--- src/rtl/vipp_pkg.sv ---
// package: register map, field layout and pixel carrier of the video input path
package vipp_pkg;
  localparam int ADDR_W = 8;
  localparam logic [7:0] ADDR_CTRL = 8'h00;
  localparam logic [7:0] ADDR_DEG_H = 8'h04;
  localparam logic [7:0] ADDR_DEG_V = 8'h08;
  localparam logic [7:0] ADDR_STATUS = 8'h0C;
  localparam logic [7:0] ADDR_COEF = 8'h10;
  localparam logic [7:0] ADDR_COEF_LAST = 8'h3C;
  localparam int COEF_NUM = 12;
  localparam int COEF_FRAC = 12;
  localparam logic [15:0] COEF_UNITY = 16'h1000;
  localparam logic [15:0] COEF_ZERO = 16'h0000;
  localparam logic [31:0] CTRL_RESET = 32'h0000_0004;
  localparam logic [31:0] DEG_RESET = 32'h0000_0000;
  // ctrl, deg and status field positions
  localparam int CTRL_FMT = 0;
  localparam int CTRL_SCALE = 2;
  localparam int CTRL_DDR = 4;
  localparam int CTRL_EMB = 5;
  localparam int CTRL_DEGEN = 6;
  localparam int CTRL_DEONLY = 7;
  localparam int CTRL_RBX = 8;
  localparam int CTRL_YCX = 9;
  localparam int CTRL_UP = 10;
  localparam int CTRL_CSC = 11;
  localparam int CTRL_DOWN = 12;
  localparam int DEG_ACT = 16;
  localparam int STAT_LINE = 16;
  // input formats
  localparam logic [1:0] FMT_RGB444 = 2'h0;
  localparam logic [1:0] FMT_YCC444 = 2'h1;
  localparam logic [1:0] FMT_YCC422 = 2'h2;
  localparam logic [1:0] FMT_SERIAL = 2'h3;
  // clock scale codes and the extra repeats they imply
  localparam logic [1:0] SCALE_HALF = 2'h0;
  localparam logic [1:0] SCALE_ONE = 2'h1;
  localparam logic [1:0] SCALE_TWO = 2'h2;
  localparam logic [1:0] SCALE_FOUR = 2'h3;
  localparam logic [1:0] REP_TWO = 2'h1;
  localparam logic [1:0] REP_FOUR = 2'h3;
  // embedded sync words, bits of the status word, bus responses and pin reset value
  localparam logic [7:0] SYNC_FF = 8'hFF;
  localparam logic [7:0] SYNC_00 = 8'h00;
  localparam int XY_F = 6;
  localparam int XY_V = 5;
  localparam int XY_H = 4;
  localparam logic [1:0] RESP_OKAY = 2'h0;
  localparam logic [1:0] RESP_SLVERR = 2'h2;
  localparam int NPIN = 29;
  localparam logic [NPIN-1:0] PIN_RESET = 29'h1000_0000;
  typedef struct packed {
    logic [23:0] data;
    logic de;
    logic hs;
    logic vs;
    logic fld;
  } vipp_pix_type;
endpackage

--- src/rtl/vipp_top.sv ---
// video input path: pin capture, sync recovery, chroma resampling, colour matrix
//
// The AXI4-Lite register port and the address map are this design's own decisions.
`timescale 1ns/100ps
// Contract
// - input bus 8 to 24 bits wide, width and format chosen by ctrl
// - pixel rate scaled by 0.5, 1, 2 or 4 under register control
// - embedded-sync formats recover hsync, vsync and de from sync codes
// - sync code is FF, 00, 00 then XY carrying field, blanking bits
// - without source de, generate de from hsync, vsync and pixel clock
// - 4:2:2 input to 4:4:4 output enables chroma upsampling
// - 4:4:4 input to 4:2:2 output enables chroma downsampling
// - colour matrix between RGB and YCbCr, all coefficients programmable
// - every stage enabled or bypassed by register; host keeps choices consistent
// - 24-bit 4:4:4 input may exchange red and blue lanes
// - 4:2:2 parallel input may exchange luma and chroma lanes
// - byte-serial 4:2:2 with embedded sync, chroma and luma interleaved
// - path serves its whole range of output pixel rates
// - 13.5 MHz interlaced sources use pixel repetition to reach 27 MHz
// - low hw_reset_n returns all stages and settings to defaults
module vipp_top #(
  parameter int LINE_W = 12
) (
  input wire logic aclk,
  input wire logic aresetn,
  input wire logic [vipp_pkg::ADDR_W-1:0] s_axi_awaddr,
  input wire logic s_axi_awvalid,
  output logic s_axi_awready,
  input wire logic [31:0] s_axi_wdata,
  input wire logic [3:0] s_axi_wstrb,
  input wire logic s_axi_wvalid,
  output logic s_axi_wready,
  output logic [1:0] s_axi_bresp,
  output logic s_axi_bvalid,
  input wire logic s_axi_bready,
  input wire logic [vipp_pkg::ADDR_W-1:0] s_axi_araddr,
  input wire logic s_axi_arvalid,
  output logic s_axi_arready,
  output logic [31:0] s_axi_rdata,
  output logic [1:0] s_axi_rresp,
  output logic s_axi_rvalid,
  input wire logic s_axi_rready,
  input wire logic hw_reset_n,
  input wire logic pix_clk,
  input wire logic pix_de,
  input wire logic pix_hsync,
  input wire logic pix_vsync,
  input wire logic [23:0] pix_d,
  output vipp_pkg::vipp_pix_type out_pix,
  output logic out_valid
);
  import vipp_pkg::*;

  if (LINE_W < 8 || LINE_W > 16) begin : g_bad_width
    $error("LINE_W must lie between 8 and 16");
  end

  // ==========================================================
  // pin capture
  logic [NPIN-1:0] pin_s1, pin_s2, pin_s3, pin_f;
  logic rst, pclk_q, hs_q, vs_q;
  logic pclk_f, de_f, hs_f, vs_f;
  logic [23:0] d_f;

  // sampled pins: a change counts once two stages agree
  always_ff @(posedge aclk) begin
    if (!aresetn) begin
      pin_s1 <= PIN_RESET;
      pin_s2 <= PIN_RESET;
      pin_s3 <= PIN_RESET;
      pin_f <= PIN_RESET;
    end else begin
      pin_s1 <= {hw_reset_n, pix_clk, pix_de, pix_hsync, pix_vsync, pix_d};
      pin_s2 <= pin_s1;
      pin_s3 <= pin_s2;
      pin_f <= (pin_s2 & pin_s3) | (pin_f & (pin_s2 | pin_s3));
    end
  end

  assign {pclk_f, de_f, hs_f, vs_f, d_f} = pin_f[NPIN-2:0];
  // pin reset clears settings and pipeline; bus state keeps aresetn only
  assign rst = !aresetn || !pin_f[NPIN-1];

  // ==========================================================
  // registers
  logic [31:0] ctrl, deg_h, deg_v;
  logic [15:0] coef [COEF_NUM];
  logic [1:0] fmt, scale;
  logic ddr, emb, degen, deonly;
  logic aw_ok, w_ok, do_wr;
  logic [ADDR_W-1:0] aw_q;
  logic [31:0] w_q, rd_val;
  logic [3:0] ws_q;
  logic [3:0] wr_idx, rd_idx;
  logic [LINE_W-1:0] hcnt, vcnt;
  logic emb_f, emb_v, emb_h;

  assign fmt = ctrl[CTRL_FMT +: 2];
  assign scale = ctrl[CTRL_SCALE +: 2];
  assign ddr = ctrl[CTRL_DDR];
  assign emb = ctrl[CTRL_EMB];
  assign degen = ctrl[CTRL_DEGEN];
  assign deonly = ctrl[CTRL_DEONLY];

  function automatic logic [31:0] merge(input logic [31:0] old, input logic [31:0] nw,
                                        input logic [3:0] be);
    for (int b = 0; b < 4; b++) begin
      if (be[b]) old[8*b +: 8] = nw[8*b +: 8];
    end
    return old;
  endfunction

  function automatic logic mapped(input logic [ADDR_W-1:0] a);
    return a[1:0] == 2'h0 && a <= ADDR_COEF_LAST;
  endfunction

  assign s_axi_awready = !aw_ok;
  assign s_axi_wready = !w_ok;
  assign s_axi_arready = !s_axi_rvalid;
  assign do_wr = aw_ok && w_ok && !s_axi_bvalid;
  assign wr_idx = 4'(aw_q[5:2] - 4'h4);
  assign rd_idx = 4'(s_axi_araddr[5:2] - 4'h4);

  // address and data may arrive in either order; response after both
  always_ff @(posedge aclk) begin
    if (!aresetn) begin
      aw_ok <= 1'b0;
      w_ok <= 1'b0;
      aw_q <= '0;
      w_q <= 32'h0000_0000;
      ws_q <= 4'h0;
      s_axi_bvalid <= 1'b0;
      s_axi_bresp <= RESP_OKAY;
    end else begin
      if (s_axi_awvalid && !aw_ok) begin
        aw_ok <= 1'b1;
        aw_q <= s_axi_awaddr;
      end
      if (s_axi_wvalid && !w_ok) begin
        w_ok <= 1'b1;
        w_q <= s_axi_wdata;
        ws_q <= s_axi_wstrb;
      end
      if (do_wr) begin
        aw_ok <= 1'b0;
        w_ok <= 1'b0;
        s_axi_bvalid <= 1'b1;
        s_axi_bresp <= mapped(aw_q) ? RESP_OKAY : RESP_SLVERR;
      end else if (s_axi_bready) begin
        s_axi_bvalid <= 1'b0;
      end
    end
  end

  // settings and matrix; identity matrix after reset
  always_ff @(posedge aclk) begin
    if (rst) begin
      ctrl <= CTRL_RESET;
      deg_h <= DEG_RESET;
      deg_v <= DEG_RESET;
      for (int i = 0; i < COEF_NUM; i++) begin
        coef[i] <= (i < 9 && i % 4 == 0) ? COEF_UNITY : COEF_ZERO;
      end
    end else if (do_wr) begin
      if (aw_q == ADDR_CTRL) begin
        ctrl <= merge(ctrl, w_q, ws_q);
      end else if (aw_q == ADDR_DEG_H) begin
        deg_h <= merge(deg_h, w_q, ws_q);
      end else if (aw_q == ADDR_DEG_V) begin
        deg_v <= merge(deg_v, w_q, ws_q);
      end else if (aw_q >= ADDR_COEF && mapped(aw_q)) begin
        coef[wr_idx] <= 16'(merge({16'h0000, coef[wr_idx]}, w_q, ws_q));
      end
    end
  end

  always_comb begin
    rd_val = 32'h0000_0000;
    if (s_axi_araddr == ADDR_CTRL) begin
      rd_val = ctrl;
    end else if (s_axi_araddr == ADDR_DEG_H) begin
      rd_val = deg_h;
    end else if (s_axi_araddr == ADDR_DEG_V) begin
      rd_val = deg_v;
    end else if (s_axi_araddr == ADDR_STATUS) begin
      rd_val = (32'(vcnt) << STAT_LINE) | 32'({emb_f, emb_v, emb_h});
    end else if (mapped(s_axi_araddr)) begin
      rd_val = {16'h0000, coef[rd_idx]};
    end
  end

  always_ff @(posedge aclk) begin
    if (!aresetn) begin
      s_axi_rvalid <= 1'b0;
      s_axi_rdata <= 32'h0000_0000;
      s_axi_rresp <= RESP_OKAY;
    end else if (s_axi_arvalid && !s_axi_rvalid) begin
      s_axi_rvalid <= 1'b1;
      s_axi_rdata <= rd_val;
      s_axi_rresp <= mapped(s_axi_araddr) ? RESP_OKAY : RESP_SLVERR;
    end else if (s_axi_rready) begin
      s_axi_rvalid <= 1'b0;
    end
  end

  // ==========================================================
  // edge detection, lane exchange and word assembly
  logic rise, fall, strobe, phase, code_hit, pre;
  logic [23:0] d_sw, w_d;
  logic [11:0] first;
  logic [7:0] code_b, h0, h1, h2;
  logic word_v, de_sel, hs_sel, vs_sel, gen_de;

  assign rise = pclk_f && !pclk_q;
  assign fall = !pclk_f && pclk_q;
  // double-edge capture takes both clock edges
  assign strobe = rise || (ddr && fall);

  always_comb begin
    d_sw = d_f;
    if (ctrl[CTRL_RBX] && (fmt == FMT_RGB444 || fmt == FMT_YCC444)) begin
      d_sw = {d_f[7:0], d_f[15:8], d_f[23:16]};
    end else if (ctrl[CTRL_YCX] && fmt == FMT_YCC422) begin
      d_sw = {d_f[11:0], d_f[23:12]};
    end
  end

  // code word sits on the serial lane or the parallel luma lane
  assign code_b = (fmt == FMT_SERIAL) ? d_sw[11:4] : d_sw[23:16];
  assign code_hit = emb && strobe && h2 == SYNC_FF && h1 == SYNC_00 && h0 == SYNC_00;
  // code words themselves never count as active samples
  assign pre = code_b == SYNC_FF || h0 == SYNC_FF || h1 == SYNC_FF || h2 == SYNC_FF;

  // recover blanking flags from the status word of each code
  always_ff @(posedge aclk) begin
    if (rst) begin
      {h0, h1, h2} <= {SYNC_00, SYNC_00, SYNC_00};
      {emb_f, emb_v, emb_h} <= 3'h0;
      phase <= 1'b0;
      first <= 12'h000;
      pclk_q <= 1'b0;
    end else begin
      pclk_q <= pclk_f;
      if (strobe) begin
        {h0, h1, h2} <= {code_b, h0, h1};
        first <= d_sw[11:0];
        // next sample after a code is chroma
        phase <= code_hit ? 1'b0 : !phase;
      end
      if (code_hit) begin
        {emb_f, emb_v, emb_h} <= {code_b[XY_F], code_b[XY_V], code_b[XY_H]};
      end
    end
  end

  // active region counted from sync edges and pixel words
  always_ff @(posedge aclk) begin
    if (rst) begin
      {hs_q, vs_q} <= 2'h0;
      hcnt <= '0;
      vcnt <= '0;
    end else begin
      {hs_q, vs_q} <= {hs_f, vs_f};
      if (hs_f && !hs_q) begin
        hcnt <= '0;
      end else if (word_v) begin
        hcnt <= hcnt + 1'b1;
      end
      if (vs_f && !vs_q) begin
        vcnt <= '0;
      end else if (hs_f && !hs_q) begin
        vcnt <= vcnt + 1'b1;
      end
    end
  end

  assign gen_de = hcnt >= deg_h[0 +: LINE_W]
    && {1'b0, hcnt} < {1'b0, deg_h[0 +: LINE_W]} + {1'b0, deg_h[DEG_ACT +: LINE_W]}
    && vcnt >= deg_v[0 +: LINE_W]
    && {1'b0, vcnt} < {1'b0, deg_v[0 +: LINE_W]} + {1'b0, deg_v[DEG_ACT +: LINE_W]};

  always_comb begin
    if (deonly) begin
      {de_sel, hs_sel, vs_sel} = {de_f, 1'b0, 1'b0};
    end else if (emb) begin
      {de_sel, hs_sel, vs_sel} = {!emb_h && !emb_v && !pre, emb_h, emb_v};
    end else if (degen) begin
      {de_sel, hs_sel, vs_sel} = {gen_de, hs_f, vs_f};
    end else begin
      {de_sel, hs_sel, vs_sel} = {de_f, hs_f, vs_f};
    end
    // map each bus width onto the internal word
    w_d = (fmt == FMT_YCC422) ? {8'h00, d_sw[23:16], d_sw[11:4]} : d_sw;
    word_v = strobe;
    if (ddr && fmt != FMT_SERIAL) begin
      word_v = fall;
      w_d = {d_sw[11:0], first};
    // half rate makes one pixel per two samples; only serial input pairs both samples into it
    end else if (scale == SCALE_HALF) begin
      word_v = strobe && phase;
      if (fmt == FMT_SERIAL) begin
        w_d = {8'h00, d_sw[11:4], first[11:4]};
      end
    end
  end

  // ==========================================================
  // processing stages, one register each
  vipp_pix_type cap, up, color_matrix_converter, dn;
  logic cap_v, up_v, csc_v, dn_v, cph, dph;
  logic [7:0] cb, cr, cb_n, cr_n;
  logic [23:0] mat;
  logic [1:0] rep_left;

  function automatic logic [7:0] mac(input logic [15:0] c0, input logic [15:0] c1,
                                     input logic [15:0] c2, input logic [15:0] off,
                                     input logic [23:0] x);
    logic signed [27:0] a;
    a = 28'(signed'(c0)) * 28'(signed'({1'b0, x[7:0]}))
      + 28'(signed'(c1)) * 28'(signed'({1'b0, x[15:8]}))
      + 28'(signed'(c2)) * 28'(signed'({1'b0, x[23:16]}));
    a = (a >>> COEF_FRAC) + 28'(signed'(off));
    if (a < 0) return 8'h00;
    if (a > 28'sd255) return 8'hFF;
    return a[7:0];
  endfunction

  // one matrix row per output component, clamped to 8 bits
  for (genvar k = 0; k < 3; k++) begin : g_row
    assign mat[8*k +: 8] = mac(coef[3*k], coef[3*k+1], coef[3*k+2], coef[9+k], up.data);
  end

  // sample-and-hold chroma; cheaper than an interpolating filter
  assign cb_n = cph ? cb : cap.data[7:0];
  assign cr_n = cph ? cap.data[7:0] : cr;

  // capture, upsample, matrix, downsample, each carrying its sync
  always_ff @(posedge aclk) begin
    if (rst) begin
      {cap, up, color_matrix_converter, dn} <= '0;
      {cap_v, up_v, csc_v, dn_v} <= 4'h0;
      {cph, dph} <= 2'h0;
      {cb, cr} <= 16'h0000;
    end else begin
      {cap_v, up_v, csc_v, dn_v} <= {word_v, cap_v, up_v, csc_v};
      if (word_v) begin
        cap <= '{data: w_d, de: de_sel, hs: hs_sel, vs: vs_sel, fld: emb_f};
      end
      if (cap_v) begin
        up <= cap;
        if (ctrl[CTRL_UP]) begin
          up.data <= {cr_n, cap.data[15:8], cb_n};
        end
        cph <= cap.de && !cph;
        {cb, cr} <= {cb_n, cr_n};
      end
      if (up_v) begin
        color_matrix_converter <= up;
        if (ctrl[CTRL_CSC]) begin
          color_matrix_converter.data <= mat;
        end
      end
      if (csc_v) begin
        dn <= color_matrix_converter;
        // decimate chroma, alternating blue and red difference
        if (ctrl[CTRL_DOWN]) begin
          dn.data <= {8'h00, color_matrix_converter.data[15:8], dph ? color_matrix_converter.data[23:16] : color_matrix_converter.data[7:0]};
        end
        dph <= color_matrix_converter.de && !dph;
      end
    end
  end

  // doubling or quadrupling repeats each finished pixel
  // one pixel per strobe, or per two strobes at half rate or parallel double-edge capture; repeats must end before the next
  always_ff @(posedge aclk) begin
    if (rst) begin
      out_pix <= '0;
      out_valid <= 1'b0;
      rep_left <= 2'h0;
    end else if (dn_v) begin
      out_pix <= dn;
      out_valid <= 1'b1;
      rep_left <= (scale == SCALE_FOUR) ? REP_FOUR : (scale == SCALE_TWO) ? REP_TWO : 2'h0;
    end else if (rep_left != 2'h0) begin
      out_valid <= 1'b1;
      rep_left <= rep_left - 2'h1;
    end else begin
      out_valid <= 1'b0;
    end
  end

endmodule

--- config.mk ---
export PLATFORM = sky130hd
export DESIGN_NAME = vipp_top
export DESIGN_NICKNAME = d
export VERILOG_FILES = /design/src/rtl/vipp_pkg.sv /design/src/rtl/vipp_top.sv
export SDC_FILE = /design/constraint.sdc
export NUM_CORES = 2
export LEC_CHECK = 0
export BUFFER_PORTS_ARGS = -buffer_cell sky130_fd_sc_hd__clkbuf_2
export CAP_MARGIN = 20
export CORE_UTILIZATION = 35
export DETAILED_ROUTE_END_ITERATION = 10
export PLACE_DENSITY = 0.62
export RECOVER_POWER = 100
export SYNTH_ARGS = -nofsm -noshare
export SYNTH_HDL_FRONTEND = slang
export SYNTH_SLANG_ARGS = --single-unit
--- constraint.sdc ---
create_clock -name aclk -period 18.15 [get_ports aclk]
set_input_delay 2.7225 -clock aclk [delete_from_list [all_inputs] [get_ports aclk]]
set_output_delay 2.7225 -clock aclk [all_outputs]
set_load 0.1 [all_outputs]
Word-level counts from Yosys, hierarchy flattened
Memories as Yosys holds them, arrays and structs flattened.
Index checks and enable logic that the tools add are counted.
{"block": "totals", "ramBits": 192, "regBits": 528, "out_inout_bits": 70, "n_memories": 1, "wordCells": 305}
{"memory": "coef", "words": 12, "word_bits": 16, "rd": 13, "rd_clocked_by_memory_dff": 0, "write_ports": 12, "line": "vipp_top.sv:87", "text": "logic [15:0] coef [COEF_NUM];"}
{"block": "op_classes", "n_mul": 9, "magnitude_cmp": 13, "bitwise": 8, "addsub": 16, "n_eq_ne": 17, "reduce_logical": 80, "mux": 87}
{"cell": "8-bit 2-to-1 mux", "count": 30}
{"cell": "16-bit by 9-bit multiplier with 25-bit output", "count": 9}
{"cell": "24-bit 2-to-1 mux", "count": 9}
{"cell": "32-bit 2-to-1 mux", "count": 3}
{"cell": "26-bit by 25-bit adder with 27-bit output", "count": 3}
{"cell": "25-bit by 25-bit adder with 26-bit output", "count": 3}
{"cell": "29-bit bitwise AND", "count": 2}
{"cell": "29-bit bitwise OR", "count": 2}
{"cell": "15-bit by 16-bit adder with 17-bit output", "count": 3}
{"cell": "17-bit by 9-bit greater-than comparator with 1-bit output, second input constant", "count": 3}
{"cell": "17-bit by 1-bit < comparator with 1-bit output, second input constant", "count": 3}
{"cell": "1-bit 2-to-1 mux", "count": 35}
{"cell": "8-bit == test, second input constant", "count": 4}
{"cell": "8-bit logical NOT", "count": 4}
{"cell": "16-bit 2-to-1 mux", "count": 2}
{"cell": "1-bit logical AND", "count": 28}
{"cell": "28-bit 2-to-1 mux", "count": 1}
{"cell": "28-bit by 3-bit bitwise OR with 28-bit output", "count": 1}
{"cell": "12-bit by 12-bit adder with 13-bit output", "count": 2}
{"cell": "12-bit by 13-bit < comparator with 1-bit output", "count": 2}
{"cell": "12-bit by 1-bit adder with 12-bit output, second input constant", "count": 2}
{"cell": "8-bit by 4-bit == test with 1-bit output, second input constant", "count": 3}
{"cell": "12-bit greater-or-equal comparator", "count": 2}
{"cell": "5-bit AND reduction", "count": 4}
{"cell": "other kinds (21)", "count": 70}

Logic depth before layout (Yosys ltp)
{"block": "depth", "depth_word": 13, "mapped_depth": 37}

Worst setup path before layout
OpenSTA, ideal clock, no wires.
{"block": "synth_path", "path_kind": "reg2reg", "from": "register up[8] in the netlist's numbering", "to": "register color_matrix_converter[23] in the netlist's numbering", "t_arrival_ns": 8.400, "n_path_buf": 3, "required_time_ns": 18.028, "setup_ns": 0.122, "setup_slack_ns": 9.628, "path_stages_with_launch": 36, "cell_sequence": "dfxtp_1 > clkbuf_1 > clkbuf_1 > nand2_1 > fa_1 > inv_1 > fa_1 > inv_1 > fa_1 > inv_1 > fa_1 > inv_1 > fa_1 > fa_1 > fa_1 > inv_1 > ha_1 > a21o_1 > a21o_1 > a21o_1 > a41o_1 > a21oi_1 > o21bai_1 > a21oi_1 > xnor2_1 > ha_1 > clkbuf_1 > a21o_1 > a21oi_1 > o21ai_0 > o41ai_1 > xnor2_1 > nor3_1 > nand3_1 > o31ai_1 > a21oi_1"}
{"block": "synth_via", "elab_chain_len": 10, "word_cells_on_any_way": 13, "classes_between": "add/sub: 3; mul: 1; order compare: 2; mux: 7"}
{"element": "from (decl)", "line": "vipp_top.sv:309", "text": "vipp_pix_type cap, up, color_matrix_converter, dn;"}
{"element": "from (signal assigned)", "line": "vipp_top.sv:350", "text": "up <= cap;"}
{"element": "16-bit by 9-bit multiplier with 25-bit output *", "line": "vipp_top.sv:319", "text": "a = 28'(signed'(c0)) * 28'(signed'({1'b0, x[7:0]}))"}
{"element": "25-bit by 25-bit adder with 26-bit output *", "line": "vipp_top.sv:320", "text": "+ 28'(signed'(c1)) * 28'(signed'({1'b0, x[15:8]}))"}
{"element": "26-bit by 25-bit adder with 27-bit output *", "line": "vipp_top.sv:321", "text": "+ 28'(signed'(c2)) * 28'(signed'({1'b0, x[23:16]}));"}
{"element": "15-bit by 16-bit adder with 17-bit output *", "line": "vipp_top.sv:322", "text": "a = (a >>> COEF_FRAC) + 28'(signed'(off));"}
{"element": "17-bit by 9-bit greater-than comparator with 1-bit output", "line": "vipp_top.sv:324", "text": "if (a > 28'sd255) return 8'hFF;"}
{"element": "1-bit 2-to-1 mux (2 in a row)", "line": "vipp_top.sv:324"}
{"element": "8-bit 2-to-1 mux", "line": "vipp_top.sv:325", "text": "return a[7:0];"}
{"element": "8-bit 2-to-1 mux *", "line": "vipp_top.sv:324"}
{"element": "24-bit 2-to-1 mux *", "line": "vipp_top.sv:359", "text": "if (ctrl[CTRL_CSC]) begin"}
{"element": "to (signal assigned)", "line": "vipp_top.sv:358", "text": "color_matrix_converter <= up;"}
{"element": "to (decl)", "line": "vipp_top.sv:309"}
Every way passes the cells marked *; elsewhere a longest branch is shown, timed or not. The select of a mux whose other input is x is not followed.
A chain may end at the register's enable or synchronous reset.

Worst setup path in the final report
{"block": "layout_path", "from": "input port aresetn", "to": "register up[7] in the netlist's numbering"}
{"block": "layout_via", "elab_chain_len": 2}
{"element": "from (decl)", "line": "vipp_top.sv:25", "text": "input wire logic aresetn,"}
{"element": "1-bit logical NOT"}
{"element": "1-bit logical OR", "line": "vipp_top.sv:82", "text": "assign rst = !aresetn || !pin_f[NPIN-1];"}
Every way passes these cells.

==> impl_metrics.tcl <==
set metrics [dict create \
    relSlewSlack -1.74 \
    firstDrtPassIters 6 \
    holdCritPathClass "register to register" \
    min_from "pin_s1[28]" \
    synth_compound_area_frac 0.0647 \
    yosysTopAreaCell "fa_1" \
    antenna_found_initial 10 \
    cts_num_sinks 782 \
    criticalPathCategory "input port to register" \
    synth-edff-count 256 \
    violations "max-capacitance violations, max-slew violations" \
    synth-main-ff-cell "dfxtp_1" \
    finalCritPeriodShare 0.716 \
    power_density_nw_per_um2 47.7 \
    antenna_left 0 \
    die_h_um 474 \
    rows 172 \
    max_freq_ghz 0.0770 \
    dp_hpwl_um 174000 \
    regToRegSetupSlack_ns 5.70 \
    setup_viol 0 \
    post_cts_buffers 0 \
    syn-instance-count 8058 \
    start_util 0.354 \
    synthMuxAreaShare 0.0523 \
    yosys.area_share.simple 0.157 \
    dp_cells 10900 \
    synth.area.top_cells "fa_1, dfxtp_1, edfxtp_1, ha_1, inv_1" \
    ys_ff_latch 782 \
    root_buffer "clkbuf_16" \
    arrival_ns 13.51 \
    synthAdderAreaFrac 0.388 \
    synth_warnings 0 \
    period_needed_ns 12.99 \
    cts.htree.levels 3 \
    area_delta_synth_final_pct 8.50 \
    synth_top_area_frac 0.310 \
    die_w_um 474 \
    via_per_inst 5.03 \
    pre_cts_slack_ns 7.90 \
    power_mw 4.03 \
    ys_seq_area_frac 0.234 \
    path_clk_slew_ns 0.07 \
    slew_violations 776 \
    grt.total_usage 0.206 \
    whs_ns 0.428 \
    grt_max_degree 190 \
    syn_area_um2 77900 \
    outcome "finished with violations" \
    worstReg2RegStart "up[7]" \
    synth_top_family_by_area "adder cells" \
    peakVddDrop_mv 0.0958 \
    drive_above_1_share 0.0500 \
    drt_first_iter_violations 4406 \
    overflow 0 \
    grt_pass1_wl_um 353000 \
    required_ns 18.67 \
    placed_area_um2 81700 \
    post-route-cell-area_um2 84500 \
    synth_xor_area_frac 0.0139 \
    leakage_nw 39.6 \
    setup_tns_ns 0 \
    finalHoldViolations 0 \
    drcViolationCount 0 \
    cts_resized 0 \
    routed_wl_um 226000 \
    coreArea_um2 220000 \
    final_util 0.384 \
    cp_max_fo 189 \
    worstSkewPairLatency_ns 0.71 \
    cts_tree "yes" \
    fillCellCount 22000 \
    vias 55800 \
    holdPathEnd "pin_s2[28]" \
    worstSetupEndpointType "register" \
    rsz0062_at_grt "no" \
    port_buffers 155 \
    cts_made_buffers 84 \
    start_kind "input port" \
    min_path_cells 1 \
    maxCapViolations 17 \
    wl_per_cell_um 20.4 \
    die-area_um2 224000 \
    ys_async_sr_fraction 0 \
    layout.nets 9832 \
    first_global_vias 58800 \
    r2r_cells 27 \
    hold_buffers 0 \
    avgSynthCellArea_um2 9.67 \
    tightest_slew_ns 4.11 \
    skew_ns 0.0394 \
    cts.path.max_buffers 3 \
    num_io_pins 158 \
    ys_types 75 \
    finalWorstSetupSlack_ns 5.16 \
    gp_congestion 0.971 \
    r2r-end "color_matrix_converter[19]" \
    finalNonFillerCells 11100 \
]
registers in the layout, indices dropped and copies added, names as in the netlist, 32 cells and up:
register	cells
coef	256
ctrl	32
deg_h	32
deg_v	32
s_axi_rdata	32
w_q	32
worst max-delay path, stage by stage:
cell	delay, ns
clkbuf_1	2.18
clkbuf_1	2.53
nand2_1	2.27
clkbuf_2	2.30
a311oi_1	1.26
power breakdown:
part           internal (mW)  total (mW)  leakage [nW]  switching [mW]
registers               1.85        1.95          6.90          0.0904
clock network           1.04        1.81          1.42           0.767
logic                 0.0838       0.275          31.2           0.191
total                   2.98        4.03          39.6            1.05
layer usage:
metal,part of all wire,GRT usage,up-vias
li1,-,-,25000
met5,0.00035,0,-
met2,0.47,0.340,2022
met4,0.050,0.0894,12
met3,0.074,0.0333,446
met1,0.41,0.265,28200
cells in the mapped netlist (9+ instances only):
cell,n
ha_1,486
buf_1,77
a22oi_1,27
mux4_2,80
a211oi_1,35
a211o_1,9
nand3_1,76
nand2_1,912
inv_1,1490
a21o_1,30
a221oi_1,13
o31ai_1,14
edfxtp_1,256
a21boi_0,72
o22ai_1,13
mux2_2,14
xnor2_1,81
a311oi_1,22
and3_1,16
fa_1,1205
mux2i_1,211
o211a_1,14
o211ai_1,31
clkbuf_1,305
a21oi_1,230
o21ai_0,168
nor2_1,401
o21bai_1,10
nor4_1,12
xor2_1,43
a31oi_1,19
nor3_1,47
nand2b_1,50
o21a_1,25
dfxtp_1,526
nand4_1,32
and2_1,856
or3_1,15
nor2b_1,42
cell type report:
| type | count | area, um2 | share of cell area |
|---|---|---|---|
| Multi-Input combinational cell | 5458 | 52900 | 0.626 |
| Sequential cell | 782 | 18300 | 0.216 |
| Inverter | 1492 | 5600 | 0.0663 |
| Tap cell | 2958 | 3700 | 0.0438 |
| Clock buffer | 121 | 2390 | 0.0283 |
| Timing Repair Buffer | 235 | 1190 | 0.0141 |
| Clock inverter | 35 | 514 | 0.00608 |
| Antenna cell | 1 | 2.50 | 0.0000296 |
how the worst max path moves through the flow:
stage	start	end	slack [ns]	cells after the start
6_report	aresetn	up[7]	5.16	5
5_1_grt	aresetn	up[7]	4.06	5
4_1_cts	up[7]	color_matrix_converter[19]	7.86	27
3_5_place_dp	up[7]	color_matrix_converter[12]	7.90	27
3_3_place_gp	up[7]	color_matrix_converter[19]	7.94	27
2_1_floorplan	up[8]	color_matrix_converter[23]	9.63	35
cells in the final DEF (no fill, tap or decap), types with 27 or more instances in the layout:
cell type  count
a211oi_1      35
a21boi_0      72
a21o_1        30
a21oi_1      230
a22oi_1       27
and2_0       175
and2_1       680
buf_4         52
clkbuf_1     118
clkbuf_16     84
clkbuf_2      86
conb_1        66
dfxtp_1      500
edfxtp_1     256
fa_1        1205
ha_1         486
inv_1       1490
mux2i_1      211
mux4_2        80
nand2_1      912
nand2b_1      50
nand3_1       76
nand4_1       32
nor2_1       401
nor2b_1       40
nor3_1        47
o211ai_1      31
o21ai_0      168
xnor2_1       81
xor2_1        43
logic make-up (layout without fill, tap and decap cells):
logic type | after synthesis | after routing
compound gates | 783 | 783
xor+xnor | 124 | 124
fa+ha+maj | 1691 | 1691
buf+inv | 1883 | 1883
flops | 782 | 782
mux | 305 | 305
other cells | 1 | 67
simple gates | 2489 | 2489
Power figures use the tool's default switching activity.
